`config.mk`:
```
export PLATFORM = sky130hd
export DESIGN_NAME = ipnf_top
export DESIGN_NICKNAME = d
export VERILOG_FILES = /design/src/logic/ipnf_pkg.sv /design/src/logic/ipnf_samp_if.sv /design/src/logic/ipnf_top.sv /design/src/logic/ipnf_filter.sv
export SDC_FILE = /design/constraint.sdc
export NUM_CORES = 1
export LEC_CHECK = 0
export BUFFER_PORTS_ARGS = -buffer_cell sky130_fd_sc_hd__buf_4
export CAP_MARGIN = 10
export CORE_ASPECT_RATIO = 0.75
export CORE_UTILIZATION = 48
export DETAILED_ROUTE_END_ITERATION = 10
export GPL_TIMING_DRIVEN = 0
export PLACE_DENSITY = 0.74
export SYNTH_ARGS = -nofsm -noshare
export SYNTH_HDL_FRONTEND = slang
export SYNTH_HIERARCHICAL = 1
export SYNTH_SLANG_ARGS = --single-unit
```
`constraint.sdc`:
```
create_clock -name clk_i -period 1.9 [get_ports clk_i]
set_input_delay 0.285 -clock clk_i [delete_from_list [all_inputs] [get_ports clk_i]]
set_output_delay 0.285 -clock clk_i [all_outputs]
set_load 0.1 [all_outputs]
```
`src/logic/ipnf_pkg.sv`:
```
// ipnf_pkg: constants shared by the pin noise filter top and its channels.
// assumes a single peripheral clock domain and a byte-wide register port.
`default_nettype none
package ipnf_pkg;
  localparam int NUM_CH = 10;
  localparam int CH_IRQ6 = 0;
  localparam int SEL_LO_BIT = 0;
  localparam int SEL_HI_BIT = 1;
  localparam int DATA_W = 8;
  localparam int ADDR_W = 32;
  localparam int CNT_W = 3;
  localparam int DIV_W = 4;
  localparam logic [ADDR_W-1:0] FILT_SEL_ADDR = 32'hfffff310;
  localparam logic [1:0] SEL_RESET = 2'h0;
  localparam logic [1:0] SEL_DIV16 = 2'h0;
  localparam logic [1:0] SEL_DIV8 = 2'h1;
  localparam logic [1:0] SEL_DIV4 = 2'h2;
  localparam logic [1:0] SEL_DIV2 = 2'h3;
  localparam logic [DIV_W-1:0] MASK_DIV16 = 4'hf;
  localparam logic [DIV_W-1:0] MASK_DIV8 = 4'h7;
  localparam logic [DIV_W-1:0] MASK_DIV4 = 4'h3;
  localparam logic [DIV_W-1:0] MASK_DIV2 = 4'h1;
  localparam logic [DIV_W-1:0] DIV_RESET = 4'h0;
  // a differing sample with the count at this value is the fifth in a row
  localparam logic [CNT_W-1:0] ACCEPT_CNT = 3'h4;
  localparam logic [CNT_W-1:0] CNT_RESET = 3'h0;
  localparam logic [CNT_W-1:0] CNT_ONE = 3'h1;
  localparam logic [DATA_W-1:0] RD_ZERO = 8'h00;
  localparam logic [DATA_W-3:0] SEL_PAD = 6'h00;
  localparam logic [NUM_CH-1:0] ALL_TICK = 10'h3ff;
endpackage : ipnf_pkg
`default_nettype wire

```
`src/logic/ipnf_samp_if.sv`:
```
// ipnf_samp_if: per-channel sample strobes and count restarts.
// assumes the driver and all channels share the peripheral clock.
`timescale 1ns/100ps
`default_nettype none
interface ipnf_samp_if;
  import ipnf_pkg::*;
  logic [NUM_CH-1:0] tick;
  logic [NUM_CH-1:0] restart;
  modport src (output tick, output restart);
  modport snk (input tick, input restart);
endinterface : ipnf_samp_if
`default_nettype wire

```
`src/logic/ipnf_top.sv`:
```
// ipnf_top: noise filter for the irq-six pin and the nine timer input pins.
// assumes pins and register port are synchronous-ready at clk_i, 100 MHz.
//
// Added by the designer: the plain strobed port.
`timescale 1ns/100ps
`default_nettype none
module ipnf_top (
  input wire logic clk_i,
  input wire logic arst_n_i,
  input wire logic [ipnf_pkg::ADDR_W-1:0] addr_i,
  input wire logic [ipnf_pkg::DATA_W-1:0] wr_data_i,
  input wire logic wr_en_i,
  input wire logic rd_en_i,
  output logic [ipnf_pkg::DATA_W-1:0] rd_data_o,
  input wire logic [ipnf_pkg::NUM_CH-1:0] alt_fn_en_i,
  input wire logic ext_irq_six_pin_i,
  input wire logic timer_q_capture_in0_i,
  input wire logic timer_q_capture_in1_i,
  input wire logic timer_q_capture_in2_i,
  input wire logic timer_q_capture_in3_i,
  input wire logic timer_q_event_in_i,
  input wire logic timer_p0_capture_in0_i,
  input wire logic timer_p0_capture_in1_i,
  input wire logic timer_p2_capture_in0_i,
  input wire logic timer_p2_capture_in1_i,
  output logic ext_irq_six_filt_o,
  output logic timer_q_capture_in0_filt_o,
  output logic timer_q_capture_in1_filt_o,
  output logic timer_q_capture_in2_filt_o,
  output logic timer_q_capture_in3_filt_o,
  output logic timer_q_event_in_filt_o,
  output logic timer_p0_capture_in0_filt_o,
  output logic timer_p0_capture_in1_filt_o,
  output logic timer_p2_capture_in0_filt_o,
  output logic timer_p2_capture_in1_filt_o,
  output logic ext_irq_six_wake_o
);
  import ipnf_pkg::*;

  logic [1:0] sel_q;
  logic [1:0] sel_d;
  logic [DIV_W-1:0] div_q;
  logic [DIV_W-1:0] div_d;
  logic restart_q;
  logic [DATA_W-1:0] rd_data_q;
  logic [DATA_W-1:0] rd_data_d;
  logic wake_q;
  logic [DIV_W-1:0] div_mask;
  logic [NUM_CH-1:0] raw;
  logic [NUM_CH-1:0] filt;
  ipnf_samp_if samp ();

  // register decode
  wire addr_hit = addr_i == FILT_SEL_ADDR;
  wire wr_hit = wr_en_i && addr_hit;
  wire [1:0] sel_wr = wr_data_i[SEL_HI_BIT:SEL_LO_BIT];
  wire sel_change = wr_hit && (sel_wr != sel_q);
  wire [DATA_W-1:0] sel_read = {SEL_PAD, sel_q};

  assign sel_d = wr_hit ? sel_wr : sel_q;
  assign rd_data_d = (rd_en_i && addr_hit) ? sel_read : RD_ZERO;

  // register holds only the two select bits; upper bits cannot be stored
  always_ff @(posedge clk_i or negedge arst_n_i) begin
    if (!arst_n_i) begin
      sel_q <= SEL_RESET;
      rd_data_q <= RD_ZERO;
      restart_q <= 1'b0;
    end else begin
      sel_q <= sel_d;
      rd_data_q <= rd_data_d;
      restart_q <= sel_change;
    end
  end

  assign rd_data_o = rd_data_q;

  // divider select for the irq-six sampling strobe
  always_comb begin
    case (sel_q)
      SEL_DIV16: div_mask = MASK_DIV16;
      SEL_DIV8: div_mask = MASK_DIV8;
      SEL_DIV4: div_mask = MASK_DIV4;
      SEL_DIV2: div_mask = MASK_DIV2;
      default: div_mask = MASK_DIV16;
    endcase
  end

  // free-running prescaler, realigned on a divider change
  assign div_d = restart_q ? DIV_RESET : div_q + 4'h1;
  wire irq_tick = (div_q & div_mask) == div_mask;

  always_ff @(posedge clk_i or negedge arst_n_i) begin
    if (!arst_n_i) begin
      div_q <= DIV_RESET;
    end else begin
      div_q <= div_d;
    end
  end

  // irq-six uses the divided strobe, timer pins sample every clock
  assign samp.tick = {ALL_TICK[NUM_CH-1:1], irq_tick};
  assign samp.restart = {{(NUM_CH-1){1'b0}}, restart_q};

  assign raw = {timer_p2_capture_in1_i, timer_p2_capture_in0_i,
                timer_p0_capture_in1_i, timer_p0_capture_in0_i,
                timer_q_event_in_i, timer_q_capture_in3_i,
                timer_q_capture_in2_i, timer_q_capture_in1_i,
                timer_q_capture_in0_i, ext_irq_six_pin_i};

  genvar g;
  generate
    for (g = 0; g < NUM_CH; g++) begin : g_ch
      ipnf_filter #(
        .CH(g)
      ) u_filter (
        .clk_i(clk_i),
        .arst_n_i(arst_n_i),
        .samp(samp),
        .raw_i(raw[g]),
        .alt_en_i(alt_fn_en_i[g]),
        .filt_o(filt[g])
      );
    end
  endgenerate

  assign ext_irq_six_filt_o = filt[CH_IRQ6];
  assign timer_q_capture_in0_filt_o = filt[1];
  assign timer_q_capture_in1_filt_o = filt[2];
  assign timer_q_capture_in2_filt_o = filt[3];
  assign timer_q_capture_in3_filt_o = filt[4];
  assign timer_q_event_in_filt_o = filt[5];
  assign timer_p0_capture_in0_filt_o = filt[6];
  assign timer_p0_capture_in1_filt_o = filt[7];
  assign timer_p2_capture_in0_filt_o = filt[8];
  assign timer_p2_capture_in1_filt_o = filt[9];

  // the sampled path cannot run in standby, so it never offers a wake
  always_ff @(posedge clk_i or negedge arst_n_i) begin
    if (!arst_n_i) begin
      wake_q <= 1'b0;
    end else begin
      wake_q <= 1'b0;
    end
  end

  assign ext_irq_six_wake_o = wake_q;

  a_read_one_cycle: assert property (
    @(posedge clk_i) disable iff (!arst_n_i)
    (rd_en_i && addr_hit) |=> (rd_data_o == {SEL_PAD, $past(sel_q)}))
    else $error("read data is not the select register");

  a_read_idle_zero: assert property (
    @(posedge clk_i) disable iff (!arst_n_i)
    !(rd_en_i && addr_hit) |=> (rd_data_o == RD_ZERO))
    else $error("read data not zero outside a read");

  a_sel_write_takes: assert property (
    @(posedge clk_i) disable iff (!arst_n_i)
    wr_hit |=> (sel_q == $past(wr_data_i[SEL_HI_BIT:SEL_LO_BIT])))
    else $error("select write not stored");

  a_restart_on_change: assert property (
    @(posedge clk_i) disable iff (!arst_n_i)
    sel_change |=> restart_q ##1 (div_q == DIV_RESET))
    else $error("divider change did not restart sampling");

  a_div2_spacing: assert property (
    @(posedge clk_i) disable iff (!arst_n_i)
    (sel_q == SEL_DIV2 && irq_tick && !restart_q && !sel_change) |=>
      !irq_tick ##1 (irq_tick || sel_q != SEL_DIV2 || restart_q))
    else $error("divide by two strobe spacing wrong");

  a_div16_spacing: assert property (
    @(posedge clk_i) disable iff (!arst_n_i)
    (sel_q == SEL_DIV16 && irq_tick && !restart_q && !sel_change) |=>
      !irq_tick [*8])
    else $error("divide by sixteen strobe too early");

  a_timer_full_rate: assert property (
    @(posedge clk_i) disable iff (!arst_n_i)
    samp.tick[NUM_CH-1:1] == ALL_TICK[NUM_CH-1:1])
    else $error("timer filter strobe not every clock");

  a_no_irq_wake: assert property (
    @(posedge clk_i) disable iff (!arst_n_i)
    !ext_irq_six_wake_o)
    else $error("irq six offered as wake source");

endmodule : ipnf_top
`default_nettype wire

```
`src/logic/ipnf_filter.sv`:
```
// ipnf_filter: one input channel, synchroniser plus five-sample acceptor.
// assumes tick and restart come from the top in the same clock domain.
`timescale 1ns/100ps
`default_nettype none
module ipnf_filter #(
  parameter int CH = 0
) (
  input wire logic clk_i,
  input wire logic arst_n_i,
  ipnf_samp_if.snk samp,
  input wire logic raw_i,
  input wire logic alt_en_i,
  output logic filt_o
);
  import ipnf_pkg::*;

  logic sync1_q;
  logic sync2_q;
  logic stable_q;
  logic stable_d;
  logic [CNT_W-1:0] cnt_q;
  logic [CNT_W-1:0] cnt_d;
  logic filt_q;
  logic filt_d;
  wire tick = samp.tick[CH];
  wire restart = samp.restart[CH];
  wire differs = sync2_q != stable_q;
  wire accept = tick && differs && (cnt_q == ACCEPT_CNT);

  // two flops ahead of the counter; only sync2_q is looked at
  always_ff @(posedge clk_i or negedge arst_n_i) begin
    if (!arst_n_i) begin
      sync1_q <= 1'b0;
      sync2_q <= 1'b0;
    end else begin
      sync1_q <= raw_i;
      sync2_q <= sync1_q;
    end
  end

  // counting happens only on clock edges, so a stopped clock sees nothing
  always_comb begin
    stable_d = stable_q;
    cnt_d = cnt_q;
    if (!alt_en_i) begin
      // port mode: track the pin so switching over makes no false edge
      stable_d = sync2_q;
      cnt_d = CNT_RESET;
    end else if (restart) begin
      cnt_d = CNT_RESET;
    end else if (tick) begin
      if (!differs) begin
        cnt_d = CNT_RESET;
      end else if (accept) begin
        stable_d = sync2_q;
        cnt_d = CNT_RESET;
      end else begin
        cnt_d = cnt_q + CNT_ONE;
      end
    end
  end

  assign filt_d = alt_en_i ? stable_d : sync2_q;

  always_ff @(posedge clk_i or negedge arst_n_i) begin
    if (!arst_n_i) begin
      stable_q <= 1'b0;
      cnt_q <= CNT_RESET;
      filt_q <= 1'b0;
    end else begin
      stable_q <= stable_d;
      cnt_q <= cnt_d;
      filt_q <= filt_d;
    end
  end

  assign filt_o = filt_q;

  a_accept_after_five: assert property (
    @(posedge clk_i) disable iff (!arst_n_i)
    ($past(alt_en_i) && alt_en_i && $changed(stable_q)) |->
      ($past(cnt_q) == ACCEPT_CNT && $past(tick) && !$past(restart)))
    else $error("filtered level changed without five samples");

  a_glitch_resets_count: assert property (
    @(posedge clk_i) disable iff (!arst_n_i)
    (alt_en_i && tick && !restart && !differs) |=> (cnt_q == CNT_RESET))
    else $error("reverted level did not restart the count");

  a_restart_clears: assert property (
    @(posedge clk_i) disable iff (!arst_n_i)
    (alt_en_i && restart) |=> (cnt_q == CNT_RESET && $stable(stable_q)))
    else $error("divider change did not restart the count");

  a_port_passthru: assert property (
    @(posedge clk_i) disable iff (!arst_n_i)
    !alt_en_i |=> (filt_q == $past(sync2_q)))
    else $error("port mode output is not the raw level");

  a_out_follows_stable: assert property (
    @(posedge clk_i) disable iff (!arst_n_i)
    alt_en_i |=> (filt_q == stable_q))
    else $error("filtered output differs from accepted level");

endmodule : ipnf_filter
`default_nettype wire

```
======== Yosys cells after proc, flatten, opt, wreduce, memory -nomap -nowiden ========
Index checks and enable logic that the tools add are counted.
Widths: inputs -> output; s select.
cells by class
  add/subtract/negate cells ............... 11
  equal/unequal tests ..................... 27
  mux-type cells .......................... 77
  bitwise gates (word level) .............. 1
  reduce and logical (&&, ||, !) cells .... 15
operators with widths
  cell                  count
  $mux 3                32
  $mux 1                42
  $eq 32x32->1 const B  1
  $add 3x1->3 const B   10
  $eq 3x3->1 const B    10
  $pmux 4 s4            1
  $logic_and 1x1->1     14
  $ne 1x1->1            10
  $add 4x1->4 const B   1
  $and 4x4->4           1
  $eq 2x2->1 const B    2
  $eq 4x4->1            1
  $mux 4                1
  $ne 3x1->1 const B    1
  $eq 2x1->1 const B    1
  $logic_not 2->1       1
  $mux 2                1
  $ne 2x2->1            1
storage, ports and cells
  bits in registers ....................... 79
  input port bits ......................... 64
  output and inout bits ................... 19
  word-level logic and storage cells ...... 185

======== Logic depth before layout (Yosys ltp) ========
  depth after elaboration ................. 12
  gate-level depth with buffers ........... 5
  depth with buffers taken out ............ 5

======== By module ========
Netlist, hierarchy kept.
by module, submodules not included
  module       instances  cells each  area an instance (um^2)  sequential area each (um^2)
  ipnf_filter  10         26          291.5                    150.1
  ipnf_top     1          51          561.8                    225.2

======== Worst setup path before layout ========
OpenSTA, ideal clock, no wires.
  path type ............................... reg2reg
  start ................................... register sel_q[1]
  end ..................................... register (tool-made name)
  setup time .............................. 0.126 ns
  arrival ................................. 1.633 ns
  path slack .............................. 0.141 ns
  stages on the path, launching flop included .. 6
  period minus slack after synthesis ...... 1.759 ns
  cells stage by stage .................... dfrtp_1 > o21ai_1 > a211oi_1 > nand2b_1 > o21ai_0 > mux2_2
RTL lines
  element                   line            source
  start: declaration        ipnf_top.sv:40  logic [1:0] sel_q;
  start signal: assignment  ipnf_top.sv:70  sel_q <= sel_d;

==> impl_metrics.ini <==
[sta]
slew_violations = 0
skew_ns = 0.005672
worst_pin_slew_ns = 0.8518
fin_crit_ns = 1.742
max_freq_ghz = 0.5740
finalHoldViolations = 0
setup_viol = 0
rsz0062_at_grt = no
fin_crit_sh_pct = 91.70
maxSlewHeadroom_pct = 43.21
finalSetupTns_ns = 0

[final_layout]
drive_above_1_share_pct = 24.24
n_fill_cell = 560
syn_to_final_growth_pct = 34.80
layout.nets = 571
postLayoutCellArea_um2 = 4687
num_antenna_cells = 0

[synthesis]
synth.most_common_cell = dfrtp_1
synth_warnings = 6
ys_async_sr_fraction_pct = 100.0
synth_enable_flop_cells = 0
ys.flop_type = dfrtp_1
synth_adder_area_share_pct = 7.557
synth_mux_area_share_pct = 3.886
yosysUniqueCellTypes = 27
synth.yosys.seq_area_share_pct = 49.66
synth_seq_cells = 69
syn-cell-area_um2 = 3477
synth_compound_area_share_pct = 13.60
synthCells = 311
synthSimpleGateAreaFrac_pct = 16.48
ys_top_cells_by_area = dfrtp_1, ha_1, nand2b_1, a21oi_1, a2111oi_2
yosysTopAreaCell = dfrtp_1
synth_top_family_by_area = simple AND/OR/NAND/NOR gates
synth_top_area_share_pct = 49.66
synth_commonest_cells = dfrtp_1, nand2b_1, inv_1, a21oi_1, ha_1
syn_avg_cell_area_um2 = 11.18
synth-xor-area-share_pct = 3.526

[pwr]
ir_worst_vdd_uv = 523.6
p_leak_nw = 2.381
comb_power_share_pct = 17.7
power_frac_clock_pct = 35.4
seq_power_share_pct = 46.9
p_int_mw = 2.352
switching_share_pct = 29.31
total_power_mw = 3.327
power_density_nw_per_um2 = 709.8
p_switching_uw = 975.1

[clock_network]
htree_levels = 3
clkSinkCount = 69
cts_made_buffers = 9
cts_root_buffer = clkbuf_8
postCtsHoldBufs = 0
clkSlewWorstSetupHoldPaths_ns = 0.07
clk-insertion-delay-late_ns = 0.33
cts_tree = yes
clockBufferDepth = 2

[setup_path]
crit_fanout = 8
critical_path_buf_inv_count = 0
endpoint_kind = register
crit_slowest_cell = dfrtp_1
required_ns = 2.12
path_cells = o21ai_1, a211oi_4, nand2b_1, o21ai_0, mux2_2
reg2reg_slack_ns = 0.16
reg2reg_from = sel_q[1]$_DFFE_PN0P_
crit_family = compound AO/OA/AOI/OAI gates
critical_path_class = reg2reg
ff2ff_path_depth = 5
critPathArrivalTime_ns = 1.96
critPathMaxStageDelay_ns = 0.45
start_kind = register

[floorplan]
dieHeight_um = 75.71
design.die.area_um2 = 7592
pin_count = 83
start_util_pct = 50.42
rows = 26
fp.dieW_um = 100.3
core_um2 = 6897

[route]
drc = 0
first_pass_iters = 4
routed_wl_um = 6149
vias = 2589
wl_per_cell_um = 10.44
avgViaCountPerCell = 4.396
drt_iter0_drc = 68
ant_nets = 0

[place]
gp_congestion = 0.7244
placed_cell_area_um2 = 4474
io_buffers = 69
hpwlAfterDp_um = 4829

[global_routing]
grt_pass1_vias = 2484
grtUsageTotal_pct = 17.89
antenna_found_initial = 0
grt_max_degree = 70
grt_pass1_wl_um = 10330
grt_overflow = 0

[run]
drv_cap = 0

[status]
status = finished, final reports clean

[worst_hold_path]
min_path_type = in2async
-- routing by layer --
metal	share of wire [%]	track usage (%)	vias to the layer above
met5	0	0	-
met4	0.85	6.763	0
met3	5.9	5.596	5
met2	50	32.12	70
met1	43	20.51	1186
li1	-	-	1328
-- stage by stage --
| step | cells | hold slack [ns] | setup slack [ns] | util, % |
|---|---|---|---|---|
| final | 589 | 0.05318 | 0.1578 | 67.96 |
| after global routing | 589 | 0.02935 | 0.03411 | 67.96 |
| after CTS | 589 | 0.03055 | 0.08848 | 67.85 |
| after detailed placement | 573 | 0.3358 | -0.1953 | 64.88 |
| after global placement | 573 | 0.3316 | -0.06441 | 64.88 |
| after floorplan | 406 | -0.01059 | 0.1415 | - |
-- worst max-delay path by stage --
stage,start,to,slack (ns),cells past startpoint
6_report,sel_q[1]$_DFFE_PN0P_,register,0.16,5
5_1_grt,sel_q[1]$_DFFE_PN0P_,register,0.03,5
4_1_cts,sel_q[1]$_DFFE_PN0P_,register,0.09,5
3_5_place_dp,sel_q[1]$_DFFE_PN0P_,register,-0.20,5
3_3_place_gp,sel_q[1]$_DFFE_PN0P_,register,-0.06,5
2_1_floorplan,sel_q[1]$_DFFE_PN0P_,register,0.14,5
-- cell type report --
| class | count | area, um2 | share of cell area, % |
|---|---|---|---|
| Multi-Input combinational cell | 297 | 1943 | 41.46 |
| Sequential cell | 69 | 1727 | 36.84 |
| Timing Repair Buffer | 69 | 518.0 | 11.05 |
| Clock buffer | 10 | 137.6 | 2.936 |
| Inverter | 33 | 123.9 | 2.643 |
| Tap cell | 98 | 122.6 | 2.616 |
| Clock inverter | 6 | 62.56 | 1.335 |
| Buffer | 7 | 52.55 | 1.121 |
-- power groups by stage --
| stage | combinational [mW] | sequential [mW] | clock, mW |
|---|---|---|---|
| 5_1_grt | 0.641 | 1.57 | 1.28 |
| 2_1_floorplan | 0.239 | 1.74 | 0 |
| 3_3_place_gp | 0.582 | 1.58 | 0 |
| 6_report | 0.589 | 1.56 | 1.18 |
| 4_1_cts | 0.592 | 1.56 | 1.23 |
| 3_5_place_dp | 0.591 | 1.59 | 0 |
-- repair_timing --
action	4_1_cts	5_1_grt
endpoints found under the setup margin	1	1
resized for setup	1	1
buffers inserted	0	0
-- worst reg2reg max path: cells and delay by family (launching register included) --
family | cells | cell delay, ns
compound gates | 3 | 0.74
flops | 1 | 0.45
simple gates | 1 | 0.10
mux | 1 | 0.35
-- layout by cell type, fill, tap and decap left out, drive strengths merged, types with 3 or more instances in the layout --
| master | count |
|---|---|
| conb | 97 |
| buf | 76 |
| dfrtp | 69 |
| nand2b | 40 |
| inv | 33 |
| a21oi | 32 |
| ha | 21 |
| nand4 | 14 |
| nand3 | 13 |
| mux2 | 12 |
| xor2 | 11 |
| o21ai | 11 |
| clkbuf | 10 |
| nand2 | 10 |
| o211a | 10 |
| a2111oi | 10 |
| nor2 | 5 |
| xnor2 | 3 |
| clkinvlp | 3 |
-- kinds of logic (layout without fill, tap and decap cells) --
group | after synthesis | after routing
DFF | 69 | 69
and+or+nand+nor | 89 | 89
muxes | 12 | 12
xor gates and xnor gates | 14 | 14
AOI/OAI and AO/OA | 64 | 64
adders and majority gates | 21 | 21
other | 2 | 97
buffers and inverters | 40 | 125
Note: power is estimated with default switching activity, not from simulation.
